## config.mk

```make
export PLATFORM = sky130hd
export DESIGN_NAME = mco_top
export DESIGN_NICKNAME = d
export VERILOG_FILES = /design/src/rtl/mco_pkg.sv /design/src/rtl/mco_apb_slv.sv /design/src/rtl/mco_sw_seq.sv /design/src/rtl/mco_top.sv
export SDC_FILE = /design/constraint.sdc
export NUM_CORES = 1
export LEC_CHECK = 0
export ABC_AREA = 1
export BUFFER_PORTS_ARGS = -buffer_cell sky130_fd_sc_hd__buf_2
export CORE_ASPECT_RATIO = 1.75
export CORE_MARGIN = 5
export CORE_UTILIZATION = 45
export DETAILED_ROUTE_END_ITERATION = 10
export PLACE_DENSITY = 0.92
export SYNTH_ARGS = -nofsm -noshare
export SYNTH_HDL_FRONTEND = slang
export SYNTH_SLANG_ARGS = --single-unit
```

## constraint.sdc

```tcl
create_clock -name ref_clk_i -period 1.79 [get_ports ref_clk_i]
set_clock_uncertainty 0.15 [all_clocks]
set_input_delay 0.358 -clock ref_clk_i [delete_from_list [all_inputs] [get_ports ref_clk_i]]
set_output_delay 0.358 -clock ref_clk_i [all_outputs]
set_load 0.01 [all_outputs]
```

## src/rtl/mco_pkg.sv

```systemverilog
/*
 * Constants shared by the main clock switchover control: APB register map,
 * field positions, reset values, sequencer states and timing figures.
 * Assumes a single 20 MHz register clock and APB with 32-bit data.
 */
`default_nettype none

package mco_pkg;

    // ------------------------------------------------------------------
    // bus and timing
    // ------------------------------------------------------------------
    localparam int          REF_CLK_HZ      = 20000000;
    localparam int          ADDR_W          = 12;
    localparam int          DATA_W          = 32;
    // cycles of the old and the new clock that must pass before handover
    localparam logic [1:0]  SW_MIN_CYCLES   = 2'h2;

    // ------------------------------------------------------------------
    // register offsets (byte addresses)
    // ------------------------------------------------------------------
    localparam logic [ADDR_W-1:0] SYS_CLK_CTRL_OFS = 12'h000;
    localparam logic [ADDR_W-1:0] OSC_CTRL_OFS     = 12'h004;
    localparam logic [ADDR_W-1:0] SW_STATUS_OFS    = 12'h008;

    // ------------------------------------------------------------------
    // system_clock_control fields
    // ------------------------------------------------------------------
    localparam int CPU_CLOCK_STATUS_BIT  = 7;
    localparam int PLL_SELECT_BIT        = 6;
    localparam int MAIN_CLOCK_STATUS_BIT = 5;
    localparam int MAIN_CLOCK_SELECT_BIT = 4;

    // ------------------------------------------------------------------
    // osc_ctrl fields
    // ------------------------------------------------------------------
    localparam int INTERNAL_OSC_STOP_BIT = 0;
    localparam int MAIN_OSC_STOP_BIT     = 1;
    localparam int OSC_MODE_SELECT_BIT   = 2;
    localparam int EXT_CLOCK_SEL_BIT     = 3;
    localparam int PLL_RUN_CONTROL_BIT   = 4;

    // ------------------------------------------------------------------
    // sw_status fields
    // ------------------------------------------------------------------
    localparam int SW_PENDING_BIT        = 0;
    localparam int STOP_REFUSED_BIT      = 1;

    // ------------------------------------------------------------------
    // reset values
    // ------------------------------------------------------------------
    localparam logic       RST_MAIN_CLOCK_SELECT = 1'b0;
    localparam logic       RST_INTERNAL_OSC_STOP = 1'b0;
    localparam logic       RST_MAIN_OSC_STOP     = 1'b1;
    localparam logic       RST_OSC_MODE_SELECT   = 1'b0;
    localparam logic       RST_EXT_CLOCK_SEL     = 1'b0;
    localparam logic       RST_PLL_RUN_CONTROL   = 1'b0;
    localparam logic       RST_PLL_SELECT        = 1'b0;

    // ------------------------------------------------------------------
    // clock source codes on cpu_src_o / periph_src_o
    // ------------------------------------------------------------------
    localparam logic [1:0] SRC_INTERNAL = 2'h0;
    localparam logic [1:0] SRC_HIGH_SPD = 2'h1;
    localparam logic [1:0] SRC_PLL      = 2'h2;

    typedef enum logic [1:0] {
        SEQ_IDLE = 2'b01,
        SEQ_WAIT = 2'b10
    } mco_seq_state_t;

endpackage : mco_pkg

`default_nettype wire

```

## src/rtl/mco_apb_slv.sv

```systemverilog
/*
 * APB slave handshake for the clock switchover control: one wait state,
 * a write strobe and a read-capture strobe.
 * Assumes an APB master that holds the request until pready is seen.
 */
`default_nettype none

module mco_apb_slv
    import mco_pkg::*;
(
    input  wire logic ref_clk_i,
    input  wire logic resetn_i,
    input  wire logic psel_i,
    input  wire logic penable_i,
    input  wire logic pwrite_i,
    output logic      pready_o,
    output logic      wr_stb_o,
    output logic      rd_cap_o
);

    logic pready_q;
    logic pready_d;

    // ------------------------------------------------------------------
    // handshake
    // ------------------------------------------------------------------
    // pready rises in the second access cycle and drops after completion
    assign pready_d = psel_i & penable_i & ~pready_q;
    assign wr_stb_o = psel_i & penable_i & pready_q & pwrite_i;
    // read data is captured at setup so it is stable through access
    assign rd_cap_o = psel_i & ~penable_i & ~pwrite_i;
    assign pready_o = pready_q;

    always_ff @(posedge ref_clk_i or negedge resetn_i) begin
        if (!resetn_i) begin
            pready_q <= 1'b0;
        end else begin
            pready_q <= pready_d;
        end
    end

endmodule : mco_apb_slv

`default_nettype wire

```

## src/rtl/mco_sw_seq.sv

```systemverilog
/*
 * Switchover sequencer: waits for cycles of both the old and the new main
 * clock, then hands over on an edge of the old clock.
 * Assumes oscillator ticks are one-cycle pulses synchronous to ref_clk_i.
 */
`default_nettype none

module mco_sw_seq
    import mco_pkg::*;
(
    input  wire logic ref_clk_i,
    input  wire logic resetn_i,
    input  wire logic request_i,
    input  wire logic old_tick_i,
    input  wire logic new_tick_i,
    output logic      pending_o,
    output logic      done_o
);

    mco_seq_state_t state_q;
    mco_seq_state_t state_d;
    logic [1:0]     old_cnt_q;
    logic [1:0]     new_cnt_q;
    logic [1:0]     old_cnt_d;
    logic [1:0]     new_cnt_d;
    logic           counts_met;

    function automatic logic [1:0] sat_inc(input logic [1:0] v,
                                           input logic       tick);
        sat_inc = (tick && v < SW_MIN_CYCLES) ? v + 2'h1 : v;
    endfunction : sat_inc

    // ------------------------------------------------------------------
    // sequencing
    // ------------------------------------------------------------------
    // two new-clock periods in old cycles gives 2*fold/fnew, rounded up
    assign old_cnt_d  = sat_inc(old_cnt_q, old_tick_i);
    assign new_cnt_d  = sat_inc(new_cnt_q, new_tick_i);
    // the old tick that completes the count is the handover edge itself,
    // otherwise a third old cycle would pass before the switch
    assign counts_met = (old_cnt_d == SW_MIN_CYCLES) &&
                        (new_cnt_d == SW_MIN_CYCLES);
    // handover only on an old-clock edge, so no runt pulse
    assign done_o     = (state_q == SEQ_WAIT) & request_i &
                        counts_met & old_tick_i;
    assign pending_o  = (state_q == SEQ_WAIT);

    always_comb begin
        state_d = state_q;
        case (state_q)
            SEQ_IDLE: begin
                if (request_i) begin
                    state_d = SEQ_WAIT;
                end
            end
            SEQ_WAIT: begin
                if (!request_i || done_o) begin
                    state_d = SEQ_IDLE;
                end
            end
            default: begin
                state_d = SEQ_IDLE;
            end
        endcase
    end

    always_ff @(posedge ref_clk_i or negedge resetn_i) begin
        if (!resetn_i) begin
            state_q   <= SEQ_IDLE;
            old_cnt_q <= 2'h0;
            new_cnt_q <= 2'h0;
        end else begin
            state_q <= state_d;
            if (state_q != SEQ_WAIT) begin
                old_cnt_q <= 2'h0;
                new_cnt_q <= 2'h0;
            end else begin
                old_cnt_q <= old_cnt_d;
                new_cnt_q <= new_cnt_d;
            end
        end
    end

endmodule : mco_sw_seq

`default_nettype wire

```

## src/rtl/mco_top.sv

```systemverilog
/*
 * Main clock switchover control: APB registers for clock selection and
 * oscillator control, delayed glitch-free main clock handover, PLL
 * selection and the source codes for the CPU and peripheral clocks.
 * Assumes oscillator ticks arrive as pulses synchronous to ref_clk_i and
 * that the clock multiplexers downstream follow cpu_src_o/periph_src_o.
 */
// The APB interface to the registers and the placing of the registers are this design's own decisions.
`default_nettype none

// Overview of operation
// - bit 4 selects internal or high-speed main
// - old clock runs on for bounded cycles
// - bit 7 shows cpu on main or not
// - bit 5 shows main clock current source
// - peripheral clock follows every cpu source change
// - to high-speed: two cycles or scaled ratio
// - to internal: scaled ratio or two cycles
// - counts are in pre-switch cpu cycles
// - fractional counts round up to whole cycles
module mco_top
    import mco_pkg::*;
(
    input  wire logic              ref_clk_i,
    input  wire logic              resetn_i,
    input  wire logic              psel_i,
    input  wire logic              penable_i,
    input  wire logic              pwrite_i,
    input  wire logic [ADDR_W-1:0] paddr_i,
    input  wire logic [DATA_W-1:0] pwdata_i,
    output logic      [DATA_W-1:0] prdata_o,
    output logic                   pready_o,
    output logic                   pslverr_o,
    input  wire logic              fih_tick_i,
    input  wire logic              fmx_tick_i,
    input  wire logic              fpll_tick_i,
    output logic      [1:0]        cpu_src_o,
    output logic      [1:0]        periph_src_o,
    output logic                   internal_osc_en_o,
    output logic                   x1_osc_en_o,
    output logic                   ext_clk_en_o,
    output logic                   pll_en_o
);

    // ------------------------------------------------------------------
    // declarations
    // ------------------------------------------------------------------
    logic              main_clock_select_q;
    logic              main_clock_status_q;
    logic              cpu_clock_status_q;
    logic              pll_select_q;
    logic              internal_osc_stop_q;
    logic              main_osc_stop_q;
    logic              osc_mode_select_q;
    logic              ext_clock_input_select_q;
    logic              pll_run_control_q;
    logic              stop_refused_q;
    logic [DATA_W-1:0] prdata_q;
    logic              pslverr_q;
    logic [1:0]        cpu_src_q;
    logic [1:0]        periph_src_q;
    logic              internal_osc_en_q;
    logic              x1_osc_en_q;
    logic              ext_clk_en_q;
    logic              pll_en_q;

    logic              wr_stb;
    logic              rd_cap;
    logic              sel_sys;
    logic              sel_osc;
    logic              sel_sts;
    logic              addr_ok;
    logic              wr_sys;
    logic              wr_osc;
    logic              wr_sts;
    logic [DATA_W-1:0] rd_mux;
    logic [DATA_W-1:0] sys_rd;
    logic [DATA_W-1:0] osc_rd;
    logic [DATA_W-1:0] sts_rd;

    logic              sw_request;
    logic              sw_pending;
    logic              sw_done;
    logic              old_tick;
    logic              new_tick;
    logic              pll_done;
    logic              pll_request;

    logic              want_int_stop;
    logic              want_main_stop;
    logic              int_stop_ok;
    logic              main_stop_ok;
    logic              refuse_evt;
    logic              pll_stop_ok;
    logic              ext_sel_ok;
    logic [1:0]        src_d;

    function automatic logic [DATA_W-1:0] bit_at(input int pos,
                                                 input logic v);
        bit_at = {{(DATA_W-1){1'b0}}, v} << pos;
    endfunction : bit_at

    // ------------------------------------------------------------------
    // bus handshake
    // ------------------------------------------------------------------
    mco_apb_slv u_apb (
        .ref_clk_i (ref_clk_i),
        .resetn_i  (resetn_i),
        .psel_i    (psel_i),
        .penable_i (penable_i),
        .pwrite_i  (pwrite_i),
        .pready_o  (pready_o),
        .wr_stb_o  (wr_stb),
        .rd_cap_o  (rd_cap)
    );

    // ------------------------------------------------------------------
    // address decode
    // ------------------------------------------------------------------
    assign sel_sys = (paddr_i == SYS_CLK_CTRL_OFS);
    assign sel_osc = (paddr_i == OSC_CTRL_OFS);
    assign sel_sts = (paddr_i == SW_STATUS_OFS);
    assign addr_ok = sel_sys | sel_osc | sel_sts;
    assign wr_sys  = wr_stb & sel_sys;
    assign wr_osc  = wr_stb & sel_osc;
    assign wr_sts  = wr_stb & sel_sts;

    assign sys_rd = bit_at(CPU_CLOCK_STATUS_BIT, cpu_clock_status_q)
                  | bit_at(PLL_SELECT_BIT, pll_select_q)
                  | bit_at(MAIN_CLOCK_STATUS_BIT, main_clock_status_q)
                  | bit_at(MAIN_CLOCK_SELECT_BIT, main_clock_select_q);
    assign osc_rd = bit_at(INTERNAL_OSC_STOP_BIT, internal_osc_stop_q)
                  | bit_at(MAIN_OSC_STOP_BIT, main_osc_stop_q)
                  | bit_at(OSC_MODE_SELECT_BIT, osc_mode_select_q)
                  | bit_at(EXT_CLOCK_SEL_BIT, ext_clock_input_select_q)
                  | bit_at(PLL_RUN_CONTROL_BIT, pll_run_control_q);
    assign sts_rd = bit_at(SW_PENDING_BIT, sw_pending | pll_request)
                  | bit_at(STOP_REFUSED_BIT, stop_refused_q);
    assign rd_mux = sel_sys ? sys_rd :
                    sel_osc ? osc_rd :
                    sel_sts ? sts_rd : {DATA_W{1'b0}};

    // ------------------------------------------------------------------
    // write guards
    // ------------------------------------------------------------------
    // stopping the oscillator that feeds the cpu would hang the part, so
    // such a stop is dropped and flagged instead of obeyed
    assign want_int_stop  = pwdata_i[INTERNAL_OSC_STOP_BIT];
    assign want_main_stop = pwdata_i[MAIN_OSC_STOP_BIT];
    assign int_stop_ok    = main_clock_status_q & ~sw_pending;
    assign main_stop_ok   = ~main_clock_status_q & ~sw_pending;
    // pll may only stop once the cpu has left it
    assign pll_stop_ok    = ~cpu_clock_status_q & ~pll_select_q;
    // crystal and external input cannot swap under a running main clock
    assign ext_sel_ok     = ~main_clock_status_q;
    assign refuse_evt     = wr_osc &
                            ((want_int_stop & ~internal_osc_stop_q &
                              ~int_stop_ok) |
                             (want_main_stop & ~main_osc_stop_q &
                              ~main_stop_ok));

    // ------------------------------------------------------------------
    // switchover sequencing
    // ------------------------------------------------------------------
    assign sw_request = (main_clock_select_q != main_clock_status_q);
    assign old_tick   = main_clock_status_q ? fmx_tick_i : fih_tick_i;
    assign new_tick   = main_clock_status_q ? fih_tick_i : fmx_tick_i;

    // counts are taken on the main clock in use before the
    // change, giving 2 cycles or 2x the ratio in either direction
    mco_sw_seq u_seq (
        .ref_clk_i  (ref_clk_i),
        .resetn_i   (resetn_i),
        .request_i  (sw_request),
        .old_tick_i (old_tick),
        .new_tick_i (new_tick),
        .pending_o  (sw_pending),
        .done_o     (sw_done)
    );

    // pll handover waits for an edge of the clock being left
    assign pll_request = (pll_select_q != cpu_clock_status_q);
    assign pll_done    = pll_request &
                         (cpu_clock_status_q ? fpll_tick_i : old_tick);

    assign src_d = (pll_done ? pll_select_q : cpu_clock_status_q) ?
                   SRC_PLL :
                   ((sw_done ? main_clock_select_q : main_clock_status_q) ?
                    SRC_HIGH_SPD : SRC_INTERNAL);

    // ------------------------------------------------------------------
    // control registers
    // ------------------------------------------------------------------
    always_ff @(posedge ref_clk_i or negedge resetn_i) begin
        if (!resetn_i) begin
            main_clock_select_q <= RST_MAIN_CLOCK_SELECT;
            pll_select_q        <= RST_PLL_SELECT;
        end else if (wr_sys) begin
            main_clock_select_q <= pwdata_i[MAIN_CLOCK_SELECT_BIT];
            pll_select_q        <= pwdata_i[PLL_SELECT_BIT] &
                                   pll_run_control_q;
        end
    end

    always_ff @(posedge ref_clk_i or negedge resetn_i) begin
        if (!resetn_i) begin
            internal_osc_stop_q      <= RST_INTERNAL_OSC_STOP;
            main_osc_stop_q          <= RST_MAIN_OSC_STOP;
            osc_mode_select_q        <= RST_OSC_MODE_SELECT;
            ext_clock_input_select_q <= RST_EXT_CLOCK_SEL;
            pll_run_control_q        <= RST_PLL_RUN_CONTROL;
        end else if (wr_osc) begin
            if (!want_int_stop || int_stop_ok) begin
                internal_osc_stop_q <= want_int_stop;
            end
            if (!want_main_stop || main_stop_ok) begin
                main_osc_stop_q <= want_main_stop;
            end
            if (ext_sel_ok) begin
                osc_mode_select_q        <= pwdata_i[OSC_MODE_SELECT_BIT];
                ext_clock_input_select_q <= pwdata_i[EXT_CLOCK_SEL_BIT];
            end
            if (pwdata_i[PLL_RUN_CONTROL_BIT] || pll_stop_ok) begin
                pll_run_control_q <= pwdata_i[PLL_RUN_CONTROL_BIT];
            end
        end
    end

    // sticky refusal flag, write 1 to clear; a new refusal wins
    always_ff @(posedge ref_clk_i or negedge resetn_i) begin
        if (!resetn_i) begin
            stop_refused_q <= 1'b0;
        end else if (refuse_evt) begin
            stop_refused_q <= 1'b1;
        end else if (wr_sts && pwdata_i[STOP_REFUSED_BIT]) begin
            stop_refused_q <= 1'b0;
        end
    end

    // ------------------------------------------------------------------
    // status and clock source
    // ------------------------------------------------------------------
    always_ff @(posedge ref_clk_i or negedge resetn_i) begin
        if (!resetn_i) begin
            main_clock_status_q <= RST_MAIN_CLOCK_SELECT;
            cpu_clock_status_q  <= RST_PLL_SELECT;
            cpu_src_q           <= SRC_INTERNAL;
            periph_src_q        <= SRC_INTERNAL;
        end else begin
            if (sw_done) begin
                main_clock_status_q <= main_clock_select_q;
            end
            if (pll_done) begin
                cpu_clock_status_q <= pll_select_q;
            end
            cpu_src_q    <= src_d;
            periph_src_q <= src_d;
        end
    end

    // ------------------------------------------------------------------
    // oscillator enables
    // ------------------------------------------------------------------
    always_ff @(posedge ref_clk_i or negedge resetn_i) begin
        if (!resetn_i) begin
            internal_osc_en_q <= 1'b0;
            x1_osc_en_q       <= 1'b0;
            ext_clk_en_q      <= 1'b0;
            pll_en_q          <= 1'b0;
        end else begin
            internal_osc_en_q <= ~internal_osc_stop_q;
            x1_osc_en_q       <= osc_mode_select_q &
                                 ~ext_clock_input_select_q &
                                 ~main_osc_stop_q;
            ext_clk_en_q      <= osc_mode_select_q &
                                 ext_clock_input_select_q &
                                 ~main_osc_stop_q;
            pll_en_q          <= pll_run_control_q;
        end
    end

    // ------------------------------------------------------------------
    // read data
    // ------------------------------------------------------------------
    always_ff @(posedge ref_clk_i or negedge resetn_i) begin
        if (!resetn_i) begin
            prdata_q  <= {DATA_W{1'b0}};
            pslverr_q <= 1'b0;
        end else if (rd_cap) begin
            prdata_q  <= rd_mux;
            pslverr_q <= ~addr_ok;
        end else if (psel_i && !penable_i) begin
            prdata_q  <= {DATA_W{1'b0}};
            pslverr_q <= ~addr_ok;
        end
    end

    assign prdata_o          = prdata_q;
    assign pslverr_o         = pslverr_q;
    assign cpu_src_o         = cpu_src_q;
    assign periph_src_o      = periph_src_q;
    assign internal_osc_en_o = internal_osc_en_q;
    assign x1_osc_en_o       = x1_osc_en_q;
    assign ext_clk_en_o      = ext_clk_en_q;
    assign pll_en_o          = pll_en_q;

endmodule : mco_top

`default_nettype wire

```

==> results.toml <==
[clock_network]
cts.sinks = 31
cts_setup_buffers = 0
root_buffer = "clkbuf_8"
insertion_delay_ns = 0.28
clock_path_buffers = 2
clk_pin_slew_ns = 0.07
htree_levels = 2
cts_tree = "built"
cts_made_buffers = 5

[logic_synthesis]
synth.area.top_cells = "dfrtp_1 (41%), buf_4 (11%), nand2_1 (11%)"
syn_inst = 208
synth_ff_type = "dfrtp_1"
yosysWarnings = 0
ys_ff_latch = 31
synthesis.area_um2 = 1760
synth_top_area_share = 0.412
yosysUniqueCellTypes = 30
synth_edf_count = 0
synth_area_leader_cell = "dfrtp_1"
synthArstFlopShare = 1.00
syn_avg_cell_area_um2 = 8.48
seq_area_frac_synth = 0.441

[drt]
route.detailed.drc = 0
ant_nets = 0
drt-wirelength-per-cell_um = 11.6
wirelength_met1_mm = 1.14
drt-vias-per-instance = 4.66
wl_met2_mm = 1.98
met3_length_um = 328
drt_iter0_markers = 54
dr.pass1.iters = 4
routed.top_layer = "met4"
detailroute.via_count = 1417
totalWireLength_mm = 3.53

[worst_hold_path]
hp-class = "in -> reg"
hold_depth = 3

[critical_path]
crit_fanout = 10
reg2reg_depth = 10
crit_type = "reg -> reg"
startpoint_type = "register"
rr_startpoint = "main_clock_status_q"
worstSetupEndpoint = "periph_src_o[0]"
end_kind = "register"
crit_start = "main_clock_status_q"
reg2reg_setup_slack_ns = 0.22
crit_arrival_ns = 1.64
r2r_end = "periph_src_o[0]"
cp.required_ns = 1.86

[sta]
fmax_mhz = 638
relSlewSlack = 0.546
finalHoldViolations = 0
fin_crit_sh = 0.876
drv_slew = 0
setup_violations = 0
fin_crit_ns = 1.57
worst_pin_slew_ns = 0.682
worst_slack_ns = 0.222
finalSetupTns_ns = 0
rsz0062_at_grt = "no"

[layout]
final_area_um2 = 2010
final_common_cell = "nand2_1"
mostFrequentLayoutCells = "nand2_1 (52), buf_2 (43), dfrtp_1 (29), conb_1 (24), inv_1 (20)"
syn_to_final_growth_pct = 14.2
diodes = 0
final_nets = 308
num-fill-cells = 358
fin_util = 0.526
layout-drive-gt1-share = 0.285

[place]
place_congestion = 0.788
placed_area_um2 = 1920
dpl.hpwl_mm = 2.89
portBuffers = 43
dpl_worst_slack_ns = 0.124

[grt]
grt.total_usage = 0.139
antenna_found_initial = 0
grt_max_degree = 32
overflow = 0
grt_pass1_vias = 1363
grt_pass1_wl_mm = 5.70

[pwr]
power_density_nw_per_um2 = 671
ir_worst_vdd_uv = 487
total_power_w = 0.00135
cellLeakagePower_nw = 1.15

[outcome]
status = "finished clean"

[job]
max-cap-violations = 0

[floorplanning]
die_h_um = 92.8
ios = 94
start_util = 0.460
die_x_um = 57.3
die_area_um2 = 5320
rows = 30
coreArea_um2 = 3830
## synthesized netlist by cell type, types with 2 or more instances
library cell	number
a21oi_1	6
buf_4	27
dfrtp_1	29
dfstp_2	2
inv_1	20
nand2_1	52
nand2_2	4
nand3_1	16
nand4_1	4
nor2_1	11
nor2_2	5
nor2_4	2
nor2_8	2
nor3_1	3
o211ai_1	3
o21ai_0	4
o21ai_1	2
o31ai_1	4
## flip-flops by register name, summed over array words and instances (netlist names), 2 cells and up
signal and flops:
u_seq.state_q 2, prdata_o 8, u_seq.new_cnt_q 2, u_seq.old_cnt_q 2
## critical path: stages, from the launching register on
cell and delay (ns):
dfrtp_1 0.51, inv_4 0.12, nand2_2 0.10, nand2_1 0.08
nor2_1 0.10, nand2_1 0.06, nor2_2 0.09, nand2_1 0.07
nand2_1 0.06, nand2_1 0.07, nor2_2 0.08
## stage by stage
step,std cells,hold WS (ns)
floorplan,231,-0.0876
global placement,295,0.267
detailed placement,295,0.277
CTS,304,0.142
global route,304,0.147
finish,304,0.152
## kinds of logic after synthesis
family	count (synthesis)	synth area share
AOI/OAI and AO/OA	21	0.0738
other	1	0.00213
DFF	31	0.441
adders and majority gates	1	0.00710
buffers and inverters	50	0.170
and+or+nand+nor	104	0.306
## layer usage
metal	vias up	global-route usage
met2	54	0.269
li1	714	-
met3	5	0.0404
met1	644	0.124
met4	0	0.0716
met5	-	0
## timing repair
item | in CTS | in global routing
hold buffers | 1 | 0
hold endpoints to repair | 29 | 0
resized for setup | 0 | 0
endpoints found under the setup margin | 0 | 0
## power by group
part,switching [W],leakage (nW),total (W),internal [W]
clock,0.000251,0.0412,0.000522,0.000271
combinational,0.0000842,0.713,0.000122,0.0000379
sequential,0.00000276,0.397,0.000708,0.000705
total,0.000338,1.15,0.00135,0.00101
## how the worst min path moves through the flow
stage	startpoint	endpoint
4_1_cts	pwdata_i[4]	main_clock_select_q
2_1_floorplan	resetn_i	cpu_clock_status_q
3_5_place_dp	resetn_i	x1_osc_en_o
6_report	pwdata_i[4]	main_clock_select_q
3_3_place_gp	internal_osc_stop_q	internal_osc_en_o
5_1_grt	pwdata_i[4]	main_clock_select_q
## cell type report
type / count / area (um2) / share of cell area
Multi-Input combinational cell: 150 / 772 / 0.383
Clock inverter: 2 / 12.5 / 0.00622
Sequential cell: 31 / 778 / 0.387
Timing Repair Buffer: 45 / 233 / 0.116
Inverter: 22 / 85.1 / 0.0423
Tap cell: 48 / 60.1 / 0.0298
Clock buffer: 6 / 72.6 / 0.0360
(Power assumes the default switching activity.)
